--- config.mk ---
export PLATFORM = sky130hd
export DESIGN_NAME = arq_core
export DESIGN_NICKNAME = d
export VERILOG_FILES = /design/src/hdl/arq_pkg.sv /design/src/hdl/arq_core.sv /design/src/hdl/arq_trig.sv
export SDC_FILE = /design/constraint.sdc
export NUM_CORES = 1
export LEC_CHECK = 0
export ABC_CLOCK_PERIOD_IN_PS = 2300
export BUFFER_PORTS_ARGS = -buffer_cell sky130_fd_sc_hd__buf_2
export CAP_MARGIN = 40
export CORE_MARGIN = 5
export CORE_UTILIZATION = 50
export DETAILED_ROUTE_END_ITERATION = 16
export PLACE_DENSITY = 0.79
export SLEW_MARGIN = 20
export SYNTH_ARGS = -nofsm -noshare
export SYNTH_HDL_FRONTEND = slang
export SYNTH_SLANG_ARGS = --single-unit
--- constraint.sdc ---
create_clock -name core_clk -period 2.3 [get_ports core_clk]
set_input_delay 0.23 -clock core_clk [delete_from_list [all_inputs] [get_ports core_clk]]
set_output_delay 0.23 -clock core_clk [all_outputs]
set_load 0.02 [all_outputs]
--- src/hdl/arq_pkg.sv ---
// Purpose: shared constants for the converter result and trigger register block
// Assumes: byte-wide register port, one clock
// Notes: offsets are byte addresses on the plain register port
package arq_pkg;
    localparam int ADDR_W = 6;
    localparam logic [5:0] OFF_CTRL_A = 6'h06;
    localparam logic [5:0] OFF_MUX = 6'h07;
    localparam logic [5:0] OFF_CTRL_B = 6'h03;
    localparam logic [5:0] OFF_RES_LO = 6'h04;
    localparam logic [5:0] OFF_RES_HI = 6'h05;
    localparam logic [5:0] OFF_DIS = 6'h14;
    localparam logic [5:0] OFF_PIN = 6'h16;
    // control a fields
    localparam int CA_EN = 7;
    localparam int CA_START = 6;
    localparam int CA_ATE = 5;
    localparam int CA_DONE = 4;
    // mux register fields
    localparam int MX_LAR = 5;
    // control b fields
    localparam int CB_BIN = 7;
    localparam int CB_IPR = 5;
    localparam logic [7:0] CB_WMASK = 8'hE7;
    localparam logic [7:0] DIS_WMASK = 8'h3F;
    localparam logic [7:0] MUX_WMASK = 8'hEF;
    localparam logic [7:0] RST_BYTE = 8'h00;
    localparam logic [9:0] RES_SAT = 10'h3FF;
    localparam logic [9:0] RES_ZERO = 10'h000;
    localparam logic [3:0] CONV_CYCLES = 4'hD;
    // trigger source codes
    localparam logic [2:0] TS_FREE = 3'h0;
    localparam int TS_NUM = 7;
endpackage

--- src/hdl/arq_core.sv ---
// Purpose: result bytes, control b, pin input disable and auto trigger of the converter
// Assumes: analog core gives a signed or unsigned 11-bit difference sample on request
// Notes: conversion time is a fixed count; prescaler is out of scope
//
// Behaviour
// - a finished conversion writes its 10-bit result into high and low bytes.
// - reading the low byte freezes both bytes until the high byte is read.
// - right alignment puts bits 9:8 in high 1:0, bits 7:0 low.
// - left alignment puts bits 9:2 high, bits 1:0 in low 7:6.
// - unipolar mode saturates when positive input is not above negative.
// - bipolar mode returns two's complement, nine bits plus sign.
// - unipolar mode gives the full ten bits.
// - polarity reversal swaps the differential input pair.
// - control b bits 4:3 read zero and ignore writes.
// - trigger source acts only while auto trigger is enabled.
// - auto trigger starts on the rising edge of the selected flag.
// - switching from a clear source to a set source is an edge.
// - selecting free running creates no trigger event by itself.
// - source codes 1 to 6 map to the listed trigger sources.
// - pin disable bits 5:0 force the pin input read to zero.
// - changing left alignment changes the presented bytes at once.
// - writing one to auto trigger enable turns auto triggering on.
// - done flag sets on completion with the update; writing one clears.
`timescale 1ns/10ps
module arq_core (
    // clock and reset
    input wire logic core_clk,
    input wire logic sys_rst,
    // register port
    input wire logic [arq_pkg::ADDR_W-1:0] reg_addr,
    input wire logic [7:0] reg_wdata,
    input wire logic reg_wr,
    input wire logic reg_rd,
    output logic [7:0] reg_rdata,
    // analog core
    input wire logic [10:0] ana_diff,
    output logic ana_start,
    output logic ana_swap,
    output logic ana_bipolar,
    // trigger sources: 1 comparator, 2 ext int 0, 3 cmp a, 4 ovf, 5 cmp b, 6 pin change
    input wire logic [5:0] trig_flags,
    // pins
    input wire logic [5:0] pin_raw,
    output logic [5:0] pin_buf_off
);
    import arq_pkg::*;

    ////////////////////////////////////////////////////////////////////////
    typedef enum {ARQ_IDLE, ARQ_BUSY} arq_state_t;
    arq_state_t state_reg;
    logic [7:0] ctrl_a_reg;
    logic [7:0] mux_reg;
    logic [7:0] ctrl_b_reg;
    logic [7:0] dis_reg;
    logic [9:0] result_reg;
    logic lock_reg;
    logic [3:0] cnt_reg;
    logic [7:0] rdata_reg;
    logic start_reg;
    logic [5:0] buf_off_reg;
    logic swap_reg;
    logic bip_reg;

    ////////////////////////////////////////////////////////////////////////
    // decode
    logic wr_a, wr_mux, wr_b, wr_dis;
    logic rd_lo, rd_hi;
    assign wr_a = reg_wr && (reg_addr == OFF_CTRL_A);
    assign wr_mux = reg_wr && (reg_addr == OFF_MUX);
    assign wr_b = reg_wr && (reg_addr == OFF_CTRL_B);
    assign wr_dis = reg_wr && (reg_addr == OFF_DIS);
    assign rd_lo = reg_rd && (reg_addr == OFF_RES_LO);
    assign rd_hi = reg_rd && (reg_addr == OFF_RES_HI);

    logic enabled, auto_en, left_al;
    assign enabled = ctrl_a_reg[CA_EN];
    assign auto_en = ctrl_a_reg[CA_ATE];
    assign left_al = mux_reg[MX_LAR];

    ////////////////////////////////////////////////////////////////////////
    // trigger
    logic trig_pulse;
    logic [6:0] src_flags;
    // code 0 slot carries the done flag so the decode stays complete
    assign src_flags = {trig_flags, ctrl_a_reg[CA_DONE]};
    arq_trig u_trig (
        .core_clk(core_clk),
        .sys_rst(sys_rst),
        .src_sel(ctrl_b_reg[2:0]),
        .src_flags(src_flags),
        .trig_pulse(trig_pulse)
    );

    logic conv_end, free_run, auto_start, sw_start, go;
    logic en_next;
    // enable written in the same cycle as start must still launch that conversion
    assign en_next = wr_a ? reg_wdata[CA_EN] : enabled;
    assign conv_end = (state_reg == ARQ_BUSY) && (cnt_reg == 4'h0);
    assign free_run = auto_en && (ctrl_b_reg[2:0] == TS_FREE) && conv_end;
    assign auto_start = auto_en && (trig_pulse || free_run);
    assign sw_start = wr_a && reg_wdata[CA_START];
    assign go = en_next && (state_reg == ARQ_IDLE || conv_end) && (auto_start || sw_start);

    ////////////////////////////////////////////////////////////////////////
    // sample shaping
    logic [9:0] sample;
    logic neg;
    assign neg = ana_diff[10];
    // unipolar: a non-positive difference saturates to reference; bipolar keeps sign
    assign sample = ctrl_b_reg[CB_BIN] ? {ana_diff[10], ana_diff[9:1]}
                  : (neg || ana_diff[9:0] == RES_ZERO) ? RES_SAT : ana_diff[9:0];

    logic commit;
    // held pair drops a late result rather than tearing it
    assign commit = conv_end && !lock_reg;

    ////////////////////////////////////////////////////////////////////////
    // read mux, alignment evaluated live
    logic [7:0] lo_view, hi_view, rd_mux;
    assign lo_view = left_al ? {result_reg[1:0], 6'h00} : result_reg[7:0];
    assign hi_view = left_al ? result_reg[9:2] : {6'h00, result_reg[9:8]};
    logic [5:0] pin_view;
    assign pin_view = pin_raw & ~dis_reg[5:0];
    logic [7:0] ctrl_a_view;
    assign ctrl_a_view = {ctrl_a_reg[7], (state_reg == ARQ_BUSY), ctrl_a_reg[5:0]};
    always_comb begin
        unique case (reg_addr)
            OFF_CTRL_A: rd_mux = ctrl_a_view;
            OFF_MUX: rd_mux = mux_reg;
            OFF_CTRL_B: rd_mux = ctrl_b_reg & CB_WMASK;
            OFF_RES_LO: rd_mux = lo_view;
            OFF_RES_HI: rd_mux = hi_view;
            OFF_DIS: rd_mux = dis_reg;
            OFF_PIN: rd_mux = {2'b00, pin_view[5:2] & ~dis_reg[5:2], pin_view[1:0]};
            default: rd_mux = RST_BYTE;
        endcase
    end

    ////////////////////////////////////////////////////////////////////////
    // control a with done flag: set wins over write-one clear
    logic done_next;
    assign done_next = commit ? 1'b1 : ((wr_a && reg_wdata[CA_DONE]) ? 1'b0 : ctrl_a_reg[CA_DONE]);
    always_ff @(posedge core_clk) begin
        if (sys_rst) begin
            ctrl_a_reg <= RST_BYTE;
        end else begin
            if (wr_a) begin
                ctrl_a_reg <= {reg_wdata[7], 1'b0, reg_wdata[5], done_next, reg_wdata[3:0]};
            end else begin
                ctrl_a_reg[CA_DONE] <= done_next;
            end
        end
    end

    always_ff @(posedge core_clk) begin
        if (sys_rst) begin
            mux_reg <= RST_BYTE;
            ctrl_b_reg <= RST_BYTE;
            dis_reg <= RST_BYTE;
        end else begin
            if (wr_mux) mux_reg <= reg_wdata & MUX_WMASK;
            if (wr_b) ctrl_b_reg <= reg_wdata & CB_WMASK;
            if (wr_dis) dis_reg <= reg_wdata & DIS_WMASK;
        end
    end

    ////////////////////////////////////////////////////////////////////////
    // conversion sequencer
    always_ff @(posedge core_clk) begin
        if (sys_rst) begin
            state_reg <= ARQ_IDLE;
            cnt_reg <= 4'h0;
        end else if (!en_next) begin
            state_reg <= ARQ_IDLE;
            cnt_reg <= 4'h0;
        end else if (go) begin
            state_reg <= ARQ_BUSY;
            cnt_reg <= CONV_CYCLES;
        end else begin
            unique case (state_reg)
                ARQ_IDLE: cnt_reg <= 4'h0;
                ARQ_BUSY: begin
                    if (conv_end) state_reg <= ARQ_IDLE;
                    else cnt_reg <= cnt_reg - 4'h1;
                end
            endcase
        end
    end

    // result and read lock
    always_ff @(posedge core_clk) begin
        if (sys_rst) begin
            result_reg <= RES_ZERO;
            lock_reg <= 1'b0;
        end else begin
            if (commit) result_reg <= sample;
            if (rd_hi) lock_reg <= 1'b0;
            else if (rd_lo) lock_reg <= 1'b1;
        end
    end

    ////////////////////////////////////////////////////////////////////////
    // registered outputs
    always_ff @(posedge core_clk) begin
        if (sys_rst) begin
            rdata_reg <= RST_BYTE;
            start_reg <= 1'b0;
            buf_off_reg <= 6'h00;
            swap_reg <= 1'b0;
            bip_reg <= 1'b0;
        end else begin
            rdata_reg <= reg_rd ? rd_mux : RST_BYTE;
            start_reg <= go;
            buf_off_reg <= dis_reg[5:0];
            swap_reg <= ctrl_b_reg[CB_IPR];
            bip_reg <= ctrl_b_reg[CB_BIN];
        end
    end

    assign reg_rdata = rdata_reg;
    assign ana_start = start_reg;
    assign pin_buf_off = buf_off_reg;
    assign ana_swap = swap_reg;
    assign ana_bipolar = bip_reg;
endmodule

--- src/hdl/arq_trig.sv ---
// Purpose: auto-trigger source select and rising edge detection
// Assumes: source flags synchronous to core_clk
// Notes: edge is taken on the selected signal, so a source switch can make one
`timescale 1ns/10ps
module arq_trig (
    // clock and reset
    input wire logic core_clk,
    input wire logic sys_rst,
    // control
    input wire logic [2:0] src_sel,
    input wire logic [6:0] src_flags,
    // result
    output logic trig_pulse
);
    import arq_pkg::*;
    logic sel_reg;
    logic sel_now;
    logic [7:0] flags_ext;
    assign flags_ext = {1'b0, src_flags};
    // free running has no edge of its own here: its restart comes from conv_end in the core, not the done flag
    assign sel_now = (src_sel == TS_FREE) ? 1'b0 : flags_ext[src_sel];
    always_ff @(posedge core_clk) begin
        if (sys_rst) begin
            sel_reg <= 1'b0;
        end else begin
            sel_reg <= sel_now;
        end
    end
    // rising edge of the selected flag, including one made by switching source
    assign trig_pulse = sel_now & ~sel_reg;
endmodule

==> results.ini <==
[run_status]
status=completed

[floorplanning]
core_sq_um=5507
dieArea_sq_um=7254
initial_core_util_pct=51.31
die_h_um=85.17
ios=58
die_w_um=85.17
fp-row-count=27

[run]
maxCapViolations=0

[sta]
finalCritPeriodShare_pct=82.57
rsz0062_at_grt=no
fin_crit_ps=1899
setup_viol=0
fmax_mhz=526.6
final_max_slew_viol_count=0
slew_headroom_pct=42.43
setup_tns_ps=0
worstMarginPinSlew_ps=854.5
fin_skew_ps=8.942
hold_viol=0

[final_layout]
largest_reg_flops=10
nets=411
layout-drive-gt1-share_pct=22.19
diodes=0
stdcell_count=446
syn_to_final_growth_pct=18.25

[synth]
synth_edf_count=0
seq_area_frac_synth_pct=42.52
async_flop_share_pct=0
synth_area_leaders=dfxtp_1 43%, mux2i_1 13%, a21oi_1 4.4%, nand2_1 4.0%, nor2_1 4.0%
synth_area_sq_um=2825
netlist.area_leader.share_pct=42.52
synth-main-ff-cell=dfxtp_1
yosysMostFrequentCell=dfxtp_1
synth_top_cell_by_area=dfxtp_1
syn_nets=361
syn_inst=319
ys_ff_latch=60
synth_top_cells_by_count=60 x dfxtp_1, 36 x mux2i_1, 30 x nand2_1, 30 x nor2_1, 25 x a21oi_1
syn_avg_cell_area_sq_um=8.856
ys_warn_count=0
synth_cell_type_count=46

[placed_design]
numPortBuffers=57
dpl.cell_count=430
dp_hpwl_um=5313
gp_congestion=0.9488

[clock_tree]
post_cts_buffers=0
cts-hold-fix-buffers=0
cts_buffers=9
clockBufferDepth=2
cts.repair.resized=0
clk_pin_slew_ps=60
insertion_delay_ps=340
cts_root_buf=clkbuf_8
htree_levels=3
cts_sinks=60
cts_tree=yes

[grt]
grt_usage_pct=20.22
grt_start_max_net_pins=45
grt_pass1_wl_um=11740
gr-usage-met2_pct=33.12
grt-ovfl-total=0
top_usage_layer=met2
use_met1_pct=24.88
grtUsageMet3_pct=5.049
grt_pass1_vias=2498
antenna_found_initial=0

[critical_path]
crit_required_ps=2510
cp-start-kind=flop
cp_max_fo=9
critPathArrivalTime_ps=2100
path_class=flop to flop
cp-end-kind=flop

[route]
vias=2571
wl_per_cell_um=16.07
wirelength_um=7168
avgViaCountPerCell=5.765
firstDrtPassIters=4
antenna_left=0
drt_iter0_markers=154
drc_errors=0

[power_and_ir_drop]
ir_drop_mv=0.3340
p_leak_uw=0.001289
powerDensity_nw_per_um2=636.2
finalPower_uw=2126

[worst_hold_path]
hold_path.class=input port to flop

where the power goes:
group	leakage (uW)	switching [uW]	internal, uW
clock	0.000102	404	556
sequential	0.000483	2.04	1040
combinational	0.000704	77.3	45.7
total	0.00129	483	1640
cell type report:
type | count | area (sq um)
timing repair buffer | 60 | 307.8
sequential | 60 | 1201
tap | 72 | 90.09
inverter | 8 | 30.03
fill | 489 | 2166
clock inverter | 4 | 47.55
multi-input combinational | 230 | 1509
clock buffer | 12 | 155.1
worst paths after layout:
| kind | start | end | depth (start not counted) | slack [ps] |
|---|---|---|---|---|
| worst max-delay path | cnt_reg[0] | result_reg[6] | 6 | 400 |
| worst min-delay path | reg_rd | lock_reg | 2 | 140 |
| worst max register to register | cnt_reg[0] | result_reg[6] | 6 | 400 |
| worst min register to register | result_reg[7] | result_reg[7] | 2 | 480 |
kinds of logic after synthesis:
family / count (synthesis) / share of synthesized area, %
AOI/OAI and AO/OA: 74 / 17.71
xor gates and xnor gates: 2 / 0.6201
adders and majority gates: 1 / 0.4428
buffers and inverters: 29 / 4.074
DFF: 60 / 42.52
muxes: 37 / 13.15
and+or+nand+nor: 116 / 21.48
layout by cell type, fill, tap and decap left out, types with 5 or more instances in the layout:
cell type,instances
nand2_1,30
dfxtp_1,60
nor4b_1,5
nand3_1,8
buf_2,57
o21ai_0,9
nor3_1,8
nor2_1,30
clkbuf_8,11
o221ai_1,10
mux2i_1,36
a21oi_1,25
a22oi_1,9
nor2b_1,8
inv_1,8
stage by stage:
stage	hold WS, ps	utilization [%]	instance area, sq um	setup WS [ps]
after floorplan	346.1	-	2825	537.2
after global placement	459.1	56.99	3138	474.0
after detailed placement	471.2	56.99	3138	392.6
after CTS	125.5	60.67	3341	403.9
after global routing	129.4	60.67	3341	241.1
final	140.1	60.67	3341	401.0
routing by layer:
| layer | vias up | routed length, um |
|---|---|---|
| met1 | 1213 | 3055 |
| met3 | 11 | 513 |
| met4 | 0 | 148 |
| met2 | 86 | 3450 |
| li1 | 1261 | - |
| met5 | - | 0 |
worst max-delay path: stages, from the launching register on:
cell and delay (ps):
dfxtp_1 330, inv_1 80, ha_1 190, or3b_1 460, or3_1 510, nand2_1 130
a21oi_1 70
Note: power is estimated with default switching activity, not from simulation.
